--- src/fkar_params.svh ---
// Functional notes
// - The unlock key register is 32 bits, write-only, and every read of it returns all zeros.
// - Software writes the key register as one step of an unlock sequence that blocks accidental flash writes.
// - The target address register is 32 bits, readable and writable, and resets to zero.
// - A bulk erase ignores the target address register.
// - A page erase uses the target address register to select the page.
// - A row program uses the target address register to select the row.
// - A word program uses the target address register to select the word.
`ifndef FKAR_PARAMS_SVH
`define FKAR_PARAMS_SVH

`define FKAR_ADDR_W        8
`define FKAR_OFS_KEY       8'h00
`define FKAR_OFS_TARGET    8'h04
`define FKAR_OFS_CTRL      8'h08
`define FKAR_OFS_STATUS    8'h0C
`define FKAR_RST_WORD      32'h0000_0000
`define FKAR_CTRL_OP_LSB   0
`define FKAR_CTRL_OP_MSB   1
`define FKAR_CTRL_START    15
`define FKAR_STAT_ERR      0
`define FKAR_STAT_BUSY     1
`define FKAR_STAT_UNLOCKED 2
`define FKAR_KEY_FIRST     32'h1234_5678
`define FKAR_KEY_SECOND    32'h8765_4321
`define FKAR_PAGE_BYTES    32'h0000_1000
`define FKAR_ROW_BYTES     32'h0000_0200
`define FKAR_WORD_BYTES    32'h0000_0004

`endif

--- src/fkar_pkg.sv ---
package fkar_pkg;

   typedef enum logic [1:0] {FKAR_OP_WORD, FKAR_OP_ROW, FKAR_OP_PAGE, FKAR_OP_BULK} fkar_op_t;

   typedef enum logic [1:0] {FKAR_LOCKED, FKAR_KEY1_SEEN, FKAR_UNLOCKED} fkar_lock_t;

   typedef struct packed {
      logic [7:0]  addr;
      logic [31:0] wdata;
      logic        wr;
      logic        rd;
   } fkar_bus_req_t;

   typedef struct packed {
      logic        start;
      fkar_op_t    op;
      logic [31:0] addr;
   } fkar_flash_cmd_t;

   typedef struct packed {
      fkar_lock_t      lock;
      logic [31:0]     target;
      fkar_op_t        op_sel;
      logic            busy;
      logic            err;
      logic [31:0]     rdata;
      fkar_flash_cmd_t cmd;
   } fkar_state_t;

endpackage : fkar_pkg

--- src/fkar_top.sv ---
// Local design decisions: the strobed register port and the placing of the registers.
`timescale 1ns/1ps
`default_nettype none
`include "fkar_params.svh"

module fkar_top (
   // clock and reset
   input  wire logic                     clk_i,
   input  wire logic                     rst_n_i,
   // register port
   input  wire fkar_pkg::fkar_bus_req_t  bus_i,
   output logic [31:0]                   rd_data_o,
   // flash engine
   output fkar_pkg::fkar_flash_cmd_t     flash_cmd_o,
   input  wire logic                     flash_done_i,
   output logic                          busy_o
);
   import fkar_pkg::*;

   fkar_state_t st_r;
   fkar_state_t st_nxt;

   // clear the low bits below the unit size
   function automatic logic [31:0] align_addr(input logic [31:0] a, input logic [31:0] unit);
      align_addr = a & ~(unit - 32'h0000_0001);
   endfunction : align_addr

   function automatic logic [31:0] target_for(input fkar_op_t op, input logic [31:0] a);
      case (op)
         FKAR_OP_BULK: target_for = `FKAR_RST_WORD;
         FKAR_OP_PAGE: target_for = align_addr(a, `FKAR_PAGE_BYTES);
         FKAR_OP_ROW:  target_for = align_addr(a, `FKAR_ROW_BYTES);
         FKAR_OP_WORD: target_for = align_addr(a, `FKAR_WORD_BYTES);
         default:      target_for = `FKAR_RST_WORD;
      endcase
   endfunction : target_for

   logic     acc;
   logic     start_req;
   fkar_op_t wr_op;

   always_comb
   begin
      acc       = bus_i.wr | bus_i.rd;
      wr_op     = fkar_op_t'(bus_i.wdata[`FKAR_CTRL_OP_MSB:`FKAR_CTRL_OP_LSB]);
      start_req = bus_i.wr && (bus_i.addr == `FKAR_OFS_CTRL) && bus_i.wdata[`FKAR_CTRL_START];
      st_nxt           = st_r;
      st_nxt.cmd.start = 1'b0;
      st_nxt.rdata     = `FKAR_RST_WORD;

      if (flash_done_i)
         st_nxt.busy = 1'b0;

      // unlock sequence; every access advances or drops it
      if (acc)
      begin
         case (st_r.lock)
            FKAR_LOCKED:
               st_nxt.lock = (bus_i.wr && bus_i.addr == `FKAR_OFS_KEY && bus_i.wdata == `FKAR_KEY_FIRST)
                             ? FKAR_KEY1_SEEN : FKAR_LOCKED;
            FKAR_KEY1_SEEN:
               st_nxt.lock = (bus_i.wr && bus_i.addr == `FKAR_OFS_KEY && bus_i.wdata == `FKAR_KEY_SECOND)
                             ? FKAR_UNLOCKED : FKAR_LOCKED;
            FKAR_UNLOCKED:
               st_nxt.lock = FKAR_LOCKED;
            default:
               st_nxt.lock = FKAR_LOCKED;
         endcase
      end

      if (bus_i.wr)
      begin
         case (bus_i.addr)
            `FKAR_OFS_TARGET: st_nxt.target = bus_i.wdata;
            `FKAR_OFS_CTRL:
            begin
               st_nxt.op_sel = wr_op;
               if (start_req)
               begin
                  // a start that skipped the keys or hit a busy engine is refused and flagged
                  if (st_r.lock == FKAR_UNLOCKED && !st_r.busy)
                  begin
                     st_nxt.cmd.start = 1'b1;
                     st_nxt.cmd.op    = wr_op;
                     st_nxt.cmd.addr  = target_for(wr_op, st_r.target);
                     st_nxt.busy      = 1'b1;
                  end
                  else
                     st_nxt.err = 1'b1;
               end
            end
            `FKAR_OFS_STATUS:
               if (bus_i.wdata[`FKAR_STAT_ERR] && !(start_req))
                  st_nxt.err = 1'b0;
            default: ;
         endcase
      end

      if (bus_i.rd)
      begin
         case (bus_i.addr)
            `FKAR_OFS_KEY:    st_nxt.rdata = `FKAR_RST_WORD;
            `FKAR_OFS_TARGET: st_nxt.rdata = st_r.target;
            `FKAR_OFS_CTRL:   st_nxt.rdata[`FKAR_CTRL_OP_MSB:`FKAR_CTRL_OP_LSB] = st_r.op_sel;
            `FKAR_OFS_STATUS:
            begin
               st_nxt.rdata[`FKAR_STAT_ERR]      = st_r.err;
               st_nxt.rdata[`FKAR_STAT_BUSY]     = st_r.busy;
               st_nxt.rdata[`FKAR_STAT_UNLOCKED] = (st_r.lock == FKAR_UNLOCKED);
            end
            default:          st_nxt.rdata = `FKAR_RST_WORD;
         endcase
      end
   end

   always_ff @(posedge clk_i or negedge rst_n_i)
   begin
      if (!rst_n_i)
      begin
         st_r.lock      <= FKAR_LOCKED;
         st_r.target    <= `FKAR_RST_WORD;
         st_r.op_sel    <= FKAR_OP_WORD;
         st_r.busy      <= 1'b0;
         st_r.err       <= 1'b0;
         st_r.rdata     <= `FKAR_RST_WORD;
         st_r.cmd.start <= 1'b0;
         st_r.cmd.op    <= FKAR_OP_WORD;
         st_r.cmd.addr  <= `FKAR_RST_WORD;
      end
      else
         st_r <= st_nxt;
   end

   assign rd_data_o   = st_r.rdata;
   assign flash_cmd_o = st_r.cmd;
   assign busy_o      = st_r.busy;

endmodule : fkar_top
`default_nettype wire

--- config.mk ---
export PLATFORM = sky130hd
export DESIGN_NAME = fkar_top
export DESIGN_NICKNAME = d
export VERILOG_FILES = /design/src/fkar_pkg.sv /design/src/fkar_top.sv
export VERILOG_INCLUDE_DIRS = /design/src
export SDC_FILE = /design/constraint.sdc
export NUM_CORES = 1
export LEC_CHECK = 0
export BUFFER_PORTS_ARGS = -buffer_cell sky130_fd_sc_hd__buf_2
export CAP_MARGIN = 20
export CORE_MARGIN = 3
export CORE_UTILIZATION = 48
export DETAILED_ROUTE_END_ITERATION = 6
export PLACE_DENSITY_LB_ADDON = 0.05
export SLEW_MARGIN = 20
export SYNTH_ARGS = -nofsm -noshare
export SYNTH_HDL_FRONTEND = slang
export SYNTH_SLANG_ARGS = --single-unit
--- constraint.sdc ---
create_clock -name clk_i -period 1.6 [get_ports clk_i]
set_clock_uncertainty 0.1 [all_clocks]
set_input_delay 0.4 -clock clk_i [delete_from_list [all_inputs] [get_ports clk_i]]
set_output_delay 0.4 -clock clk_i [all_outputs]
set_load 0.01 [all_outputs]
After elaboration in Yosys (flattened, before gate mapping):

Index checks and enable logic that the tools add are counted.
Widths: inputs -> output; s select.

* equality and inequality tests: 13
* multiplexer cells: 20
* bitwise operators: 1
* reductions and logical operators: 17

Operator list (count)
* $mux 35: 4
* $pmux 32 s4: 1
* $eq 32x29->1 const B: 1
* $eq 32x32->1 const B: 1
* $mux 32: 1
* $mux 29: 1
* $eq 8x4->1 const B: 2
* $eq 8x3->1 const B: 1
* $logic_not 8->1: 1
* $logic_and 1x1->1: 7
* $eq 2x2->1 const B: 3
* $mux 1: 6
* $mux 2: 3
* $ne 2x2->1 const B: 3
* $pmux 2 s3: 1
* $reduce_and 5->1: 1
* $eq 2x1->1 const B: 2
* $logic_not 2->1: 2
* $pmux 1 s2: 2
* $pmux 2 s2: 1
* $reduce_and 2->1: 2
* $reduce_and 4->1: 1
* $logic_not 1->1: 2
* $reduce_bool 2->1: 1
* $or 1x1->1: 1

* register bits after elaboration: 105
* input bits: 45
* logic and storage cells: 60

Logic depth before layout (Yosys ltp):

Gate-level depths: netlist of run 1.

* word-level depth: 8
* mapped depth: 6

Worst setup path before layout of run 1:

OpenSTA, ideal clock, no wires.

* kind: in2reg
* start: input port bus_i[35] in the netlist's numbering
* end: register st_r (netlist bit flash_cmd_o[32])
* arrival: 2.004 ns
* data required time: 1.375 ns
* slack: -0.629 ns
* stages on the path: 6
* path buffers: 2
* cells stage by stage: or4_4 nor4_4 and4b_1 buf_4 buf_12 mux2_4

* longest elaborated chain between the ends: 4

Ends and longest elaborated chain
* start: declaration: RTL line fkar_top.sv:11 `input wire fkar_pkg::fkar_bus_req_t bus_i,`
* $eq 8x4->1 (*): RTL line fkar_top.sv:73 `case (bus_i.addr)`
* $logic_and 1x1->1 (2 in a row): RTL line fkar_top.sv:46 `` start_req = bus_i.wr && (bus_i.addr == `FKAR_OFS_CTRL) && bus_i.wdata[`FKAR_CTRL_START]; ``
* $reduce_and 4->1 (no line) (*)
* end signal: assignment: RTL line fkar_top.sv:131 `st_r <= st_nxt;`
* end: declaration: RTL line fkar_top.sv:20 `fkar_state_t st_r;`

Every way passes the cells marked *; elsewhere a longest branch is shown, timed or not.
A chain may end at the register's enable or synchronous reset.

Final worst setup path of run 1:

* start: input port bus_i[38] in the netlist's numbering
* end: register st_r (netlist bit flash_cmd_o[26])

Same word-level chain as after synthesis.

==> results of run 1 <==
==> cell families after synthesis <==
kind of cell / Yosys count / share of synthesized area, %
AOI/OAI and AO/OA: 9 / 1.23
buffers and inverters: 109 / 15.0
DFF: 103 / 55.2
muxes: 68 / 15.8
other: 1 / 0.0804
and+or+nand+nor: 101 / 12.7
==> sequential cells by signal (all words and copies together) (netlist names) <==
signal / cells
busy_o: 1
flash_cmd_o: 33
rd_data_o: 32
st_r: 37
==> timing repair <==
| item | CTS | global route |
|---|---|---|
| gates resized for setup | 15 | 6 |
| setup endpoints to repair | 97 | 99 |
| gates cloned | 1 | 1 |
| pin swaps | 3 | 1 |
| hold buffers | 1 | 0 |
| hold endpoints to repair | 25 | 0 |
| setup buffers | 3 | 1 |
==> Yosys cell counts (2+ instances only) <==
library cell / n / area [sq um]
sky130_fd_sc_hd__a21oi_1: 2 / 10.0
sky130_fd_sc_hd__buf_6: 2 / 22.5
sky130_fd_sc_hd__nand4b_1: 2 / 17.5
sky130_fd_sc_hd__nand2_1: 34 / 128
sky130_fd_sc_hd__nor2_1: 4 / 15.0
sky130_fd_sc_hd__nor4b_1: 4 / 35.0
sky130_fd_sc_hd__dfrtp_1: 103 / 2580
sky130_fd_sc_hd__inv_1: 29 / 109
sky130_fd_sc_hd__mux2_1: 2 / 22.5
sky130_fd_sc_hd__and4b_1: 2 / 20.0
sky130_fd_sc_hd__clkbuf_1: 5 / 18.8
sky130_fd_sc_hd__or3b_2: 2 / 17.5
sky130_fd_sc_hd__mux2i_1: 27 / 270
sky130_fd_sc_hd__a22oi_1: 2 / 15.0
sky130_fd_sc_hd__or4_1: 2 / 15.0
sky130_fd_sc_hd__nand4_1: 3 / 18.8
sky130_fd_sc_hd__o21ai_0: 3 / 15.0
sky130_fd_sc_hd__mux2_2: 38 / 428
sky130_fd_sc_hd__and2_1: 29 / 181
sky130_fd_sc_hd__buf_4: 68 / 510
sky130_fd_sc_hd__nor2b_1: 6 / 37.5
sky130_fd_sc_hd__nor3_1: 4 / 20.0
sky130_fd_sc_hd__buf_2: 4 / 20.0
==> final timing paths <==
| kind | start | end | slack (ns) | depth (start not counted) |
|---|---|---|---|---|
| hold / removal | bus_i[13] | st_r[82] | 0.18 | 2 |
| setup reg to reg | st_r[103] | flash_cmd_o[26] | -0.17 | 5 |
| hold reg to reg | st_r[102] | rd_data_o[31] | 0.41 | 1 |
| setup / recovery | bus_i[38] | flash_cmd_o[26] | -0.29 | 7 |
| min in group asynchronous | rst_n_i | flash_cmd_o[21] | 0.41 | 2 |
| max in group asynchronous | rst_n_i | flash_cmd_o[28] | 0.48 | 3 |
==> layer usage <==
metal	share of wire [%]	wire (microns)	track usage [%]
met1	48	4680	26.7
met2	46	4420	28.4
met3	4.5	435	3.34
met4	1.5	144	6.47
met5	0	0	0
==> layout make-up <==
class,instances,area (sq um)
clock buffers,10,128
clock inverters,5,57.6
fillers,810,3900
inverters,29,109
multi-input cells,180,1440
flip-flops and latches,103,2580
well taps,129,161
repair buffers,144,961
==> power by group <==
part           internal [uW]  total (uW)  switching [uW]  leakage (uW)
logic                    126         283             157       0.00142
clock network            720        1570             852     0.0000965
registers               2640        2670            27.4       0.00129
==> through the flow <==
step | std cells | setup TNS (ns)
2_1_floorplan | 392 | -35.21
3_3_place_gp | 580 | -52.92
3_5_place_dp | 580 | -54.58
4_1_cts | 599 | -14.49
5_1_grt | 600 | -20.05
6_report | 600 | -15.55
==> impl_metrics.tcl, run 1 <==
set metrics [dict create \
    run_status "finished, violations left" \
    violations "setup timing" \
    die_width_microns 105 \
    clock_insertion_delay_worst_skew_ns 0.35 \
    avgRoutedWirePerCell_microns 16.1 \
    post-route-min-period_ns 1.89 \
    number_of_antenna_violations_at_the_first_check_in_global_routing 0 \
    number_of_enable_type_register_cells_in_the_synthesized_netlist 0 \
    critical_path_class "input port to flip-flop" \
    post_synth_num_cell_types 37 \
    cp.required_ns 1.78 \
    fin_ws_ns -0.288 \
    syn_inst 391 \
    critPathCaptureType "flip-flop" \
    ordered_cell_list_for_the_critical_path "buf_6 > or4_4 > nor4_4 > and4b_2 > clkbuf_16 > clkbuf_16 > mux2i_1" \
    crit_family "simple AND/OR/NAND/NOR gates" \
    routabilityCongestion 0.786 \
    clock_sinks 103 \
    floorplan.die_area_sq_um 10900 \
    worst_path_max_delay_cell "sky130_fd_sc_hd__or4_4" \
    post-route-period-util_pct 118 \
    place_hpwl_microns 6840 \
    worst_ir_drop_vdd_uv 377 \
    design.portCount 113 \
    clk_path_buf_depth 2 \
    diodes 0 \
    detail_route.first_pass.iterations 5 \
    core_area_sq_um 9330 \
    layout_commonest_cell "sky130_fd_sc_hd__buf_2" \
    synthesis.area_per_instance_sq_um 11.9 \
    layout.cells.most_common_list "108 x sky130_fd_sc_hd__buf_2, 103 x sky130_fd_sc_hd__dfrtp_1, 34 x sky130_fd_sc_hd__nand2_1" \
    grt_max_degree 32 \
    number_of_buffers_created_by_cts 9 \
    floorplan.initialDensity_pct 50.0 \
    via_count 2908 \
    cp-start-kind "input port" \
    detail_route.iter0.violations 109 \
    grt_overflow 0 \
    mappedNetlistArea_sq_um 4670 \
    fin_worst_hold_slack_ns 0.180 \
    ant_nets 0 \
    cts_root_buf "sky130_fd_sc_hd__clkbuf_8" \
    layout-drive-gt1-share_pct 43.9 \
    pre_cts_ws_ns -0.716 \
    synthesis.yosys.warnings 0 \
    worst_ep_arrival_time_ns 2.06 \
    worstPathMaxFanout 7 \
    crit_path_max_incr_delay_ns 0.56 \
    final-setup-viol-count 97 \
    place_area_sq_um 5100 \
    final_hold_viol_count 0 \
    die-height_microns 105 \
    cts-htree-levels 3 \
    number_of_i_o_port_buffers 110 \
    clock.fmax_mhz 530 \
    drv_cap 0 \
    tritoncts "done" \
    final_cell_area_sq_um 5430 \
    route.detailed.vias_per_inst 4.85 \
    ys_seq_area_share_pct 55.2 \
    area_delta_synth_final_pct 16.4 \
    post-layout-total-power_uw 4520 \
    path_buf_inv 3 \
    power_density_nw_per_um2 833 \
    core.rowCount 35 \
    utilization_of_the_core_after_routing_pct 58.2 \
    route.detailed.drc 0 \
    grt_setup_unrepaired "true" \
    synth_seq_cells 103 \
    via_count_of_the_first_global_routing_pass 2941 \
    finalNetCount 512 \
    track_usage_pct 18.5 \
    totalWireLength_microns 9690 \
    cts.reportedPaths.clkPinSlew_ns 0.10 \
    dominantRegCellSynth "sky130_fd_sc_hd__dfrtp_1" \
    synth-async-reset-ratio_pct 100 \
    final_max_slew_viol_count 0 \
    holdCritPathClass "input port to flip-flop" \
    power_leakage_uw 0.00281 \
    wire_length_of_the_first_global_routing_pass_microns 15900 \
    timing.critical_path.mode_cell "sky130_fd_sc_hd__clkbuf_16" \
]
Note: power is estimated with default switching activity, not from simulation.
==> run 2: changes to the inputs <==
--- a/config.mk
+++ b/config.mk
@@ -11,6 +11,7 @@
 export CORE_MARGIN = 3
 export CORE_UTILIZATION = 48
 export DETAILED_ROUTE_END_ITERATION = 6
+export GPL_TIMING_DRIVEN = 0
 export PLACE_DENSITY_LB_ADDON = 0.05
 export SLEW_MARGIN = 20
 export SYNTH_ARGS = -nofsm -noshare
==> impl_metrics.tcl, run 2 (synthesized netlist as in run 1, its figures left out) <==
set metrics [dict create \
    run_status "finished, violations left" \
    violations "setup timing" \
    worstPathMaxFanout 4 \
    slew_headroom_pct 57.0 \
    core.rowCount 35 \
    route.detailed.drc 0 \
    final_hold_viol_count 0 \
    layout-drive-gt1-share_pct 51.9 \
    holdCritPathClass "input port to flip-flop" \
    cp-start-kind "input port" \
    totalWireLength_microns 9870 \
    grt_setup_unrepaired "true" \
    layout_commonest_cell "sky130_fd_sc_hd__buf_2" \
    ant_nets 0 \
    hold_end "st_r[82]" \
    worst_ir_drop_vdd_uv 395 \
    design.portCount 113 \
    avgRoutedWirePerCell_microns 14.9 \
    cp.required_ns 1.75 \
    post-layout-total-power_uw 4620 \
    netSwitchingFraction_pct 22.8 \
    via_count 3083 \
    switchingPower_uw 1050 \
    cell_internal_power_dissipation_uw 3560 \
    detail_route.iter0.violations 99 \
    worst_ep_arrival_time_ns 2.05 \
    crit_family "simple AND/OR/NAND/NOR gates" \
    die-height_microns 105 \
    layoutNonFillerInstCount 661 \
    via_count_of_the_first_global_routing_pass 3180 \
    core_area_sq_um 9330 \
    pwr-share-comb_pct 5.8 \
    finalNetCount 572 \
    cts.reportedPaths.clkPinSlew_ns 0.10 \
    crit_path_max_incr_delay_ns 0.57 \
    critical_path.reg2reg.endpoint "flash_cmd_o[10]" \
    final_cell_area_sq_um 6020 \
    routabilityCongestion 0.782 \
    number_of_i_o_port_buffers 109 \
    timing.critical_path.mode_cell "sky130_fd_sc_hd__buf_6" \
    track_usage_pct 18.7 \
    path_buf_inv 3 \
    placed_cells 631 \
    route.detailed.vias_per_inst 4.66 \
    post-route-min-period_ns 1.90 \
    clk_path_buf_depth 2 \
    area_delta_synth_final_pct 28.9 \
    grt_overflow 0 \
    worst_path_max_delay_cell "sky130_fd_sc_hd__or4_4" \
    clock_sinks 103 \
    place_hpwl_microns 6900 \
    ff2ff_setup_slack_ns -0.08 \
    number_of_antenna_violations_at_the_first_check_in_global_routing 0 \
    critPathCaptureType "flip-flop" \
    layout.cells.most_common_list "107 x sky130_fd_sc_hd__buf_2, 103 x sky130_fd_sc_hd__dfrtp_1, 69 x sky130_fd_sc_hd__buf_4" \
    place_area_sq_um 5440 \
    largest_register_ffs 37 \
    reg2reg_depth 5 \
    hold_path_startpoint "bus_i[13]" \
    detail_route.first_pass.iterations 4 \
    power_leakage_uw 0.00313 \
    post-route-period-util_pct 119 \
    utilization_of_the_core_after_routing_pct 64.5 \
    diodes 0 \
    power_frac_clock_pct 36.4 \
    die_width_microns 105 \
    drv_cap 0 \
    top_register "st_r" \
    seq_power_share_pct 57.8 \
    ordered_cell_list_for_the_critical_path "buf_6 > or4_4 > nor4_4 > and4b_1 > buf_6 > buf_12 > mux2_4" \
    fin_worst_hold_slack_ns 0.178 \
    number_of_buffers_created_by_cts 9 \
    power_density_nw_per_um2 767 \
    clock.fmax_mhz 527 \
    timing.rr.start "busy_o" \
    tritoncts "done" \
    grt_max_degree 65 \
    final_max_slew_viol_count 0 \
    critical_path_class "input port to flip-flop" \
    final-setup-viol-count 97 \
    floorplan.die_area_sq_um 10900 \
    fin_ws_ns -0.298 \
    cts_root_buf "sky130_fd_sc_hd__clkbuf_8" \
    floorplan.initialDensity_pct 50.0 \
    tightestPinTransition_ns 0.645 \
    worstHoldPathCells 2 \
    wire_length_of_the_first_global_routing_pass_microns 16200 \
    cts-htree-levels 3 \
    clock_insertion_delay_worst_skew_ns 0.35 \
]
==> run 2: cell type report <==
cell class	instances	area [sq um]
Buffer	80	656
Inverter	29	109
Clock inverter	4	53.8
Tap cell	129	161
Timing Repair Buffer	124	812
Clock buffer	12	155
Sequential cell	103	2580
Fill cell	772	3310
Multi-Input combinational cell	180	1490
==> run 2: stage by stage <==
stage	setup WS (ns)	TNS, ns
2_1_floorplan	-0.620	-35.21
3_3_place_gp	-1.09	-177.43
3_5_place_dp	-0.868	-67.90
4_1_cts	-0.281	-17.27
5_1_grt	-0.336	-24.48
6_report	-0.298	-19.05
==> run 2: metal layers <==
| metal | part of all wire (%) | global-route usage, % |
|---|---|---|
| met5 | 0 | 0 |
| met4 | 1.7 | 6.56 |
| met3 | 5.4 | 3.83 |
| met2 | 47 | 30.2 |
| met1 | 45 | 25.3 |
==> run 2: how the worst max path moves through the flow <==
stage / start / endpoint / slack (ns) / cells past startpoint
2_1_floorplan: bus_i[35] / flash_cmd_o[32] / -0.62 / 6
3_3_place_gp: rst_n_i / rd_data_o[7] / -1.09 / 1
3_5_place_dp: bus_i[35] / flash_cmd_o[32] / -0.87 / 7
4_1_cts: bus_i[38] / flash_cmd_o[33] / -0.28 / 7
5_1_grt: bus_i[38] / flash_cmd_o[22] / -0.34 / 8
6_report: bus_i[38] / flash_cmd_o[10] / -0.30 / 7
==> run 2: what timing repair did <==
| item | CTS | global route |
|---|---|---|
| hold buffers | 1 | 0 |
| endpoints found under the hold margin | 39 | 0 |
| buffers inserted | 8 | 2 |
| endpoints found under the setup margin | 97 | 100 |
| resized for setup | 24 | 20 |
| cloned | 2 | 1 |
| pin swaps | 5 | 5 |
==> run 2: power groups by stage <==
stage / clock [uW] / combinational [uW] / sequential (uW)
final: 1680 / 267 / 2670
after global routing: 1810 / 298 / 2680
after CTS: 1720 / 269 / 2670
after detailed placement: 0 / 258 / 2720
after global placement: 0 / 243 / 2720
after floorplan: 0 / 86.7 / 2710
==> run 2: worst reg2reg max path, cell delays in order (launching register included) <==
cell	delay, ns
sky130_fd_sc_hd__dfrtp_1	0.44
sky130_fd_sc_hd__nor3b_1	0.24
sky130_fd_sc_hd__and4b_1	0.24
sky130_fd_sc_hd__buf_6	0.14
sky130_fd_sc_hd__buf_12	0.12
sky130_fd_sc_hd__mux2_4	0.29
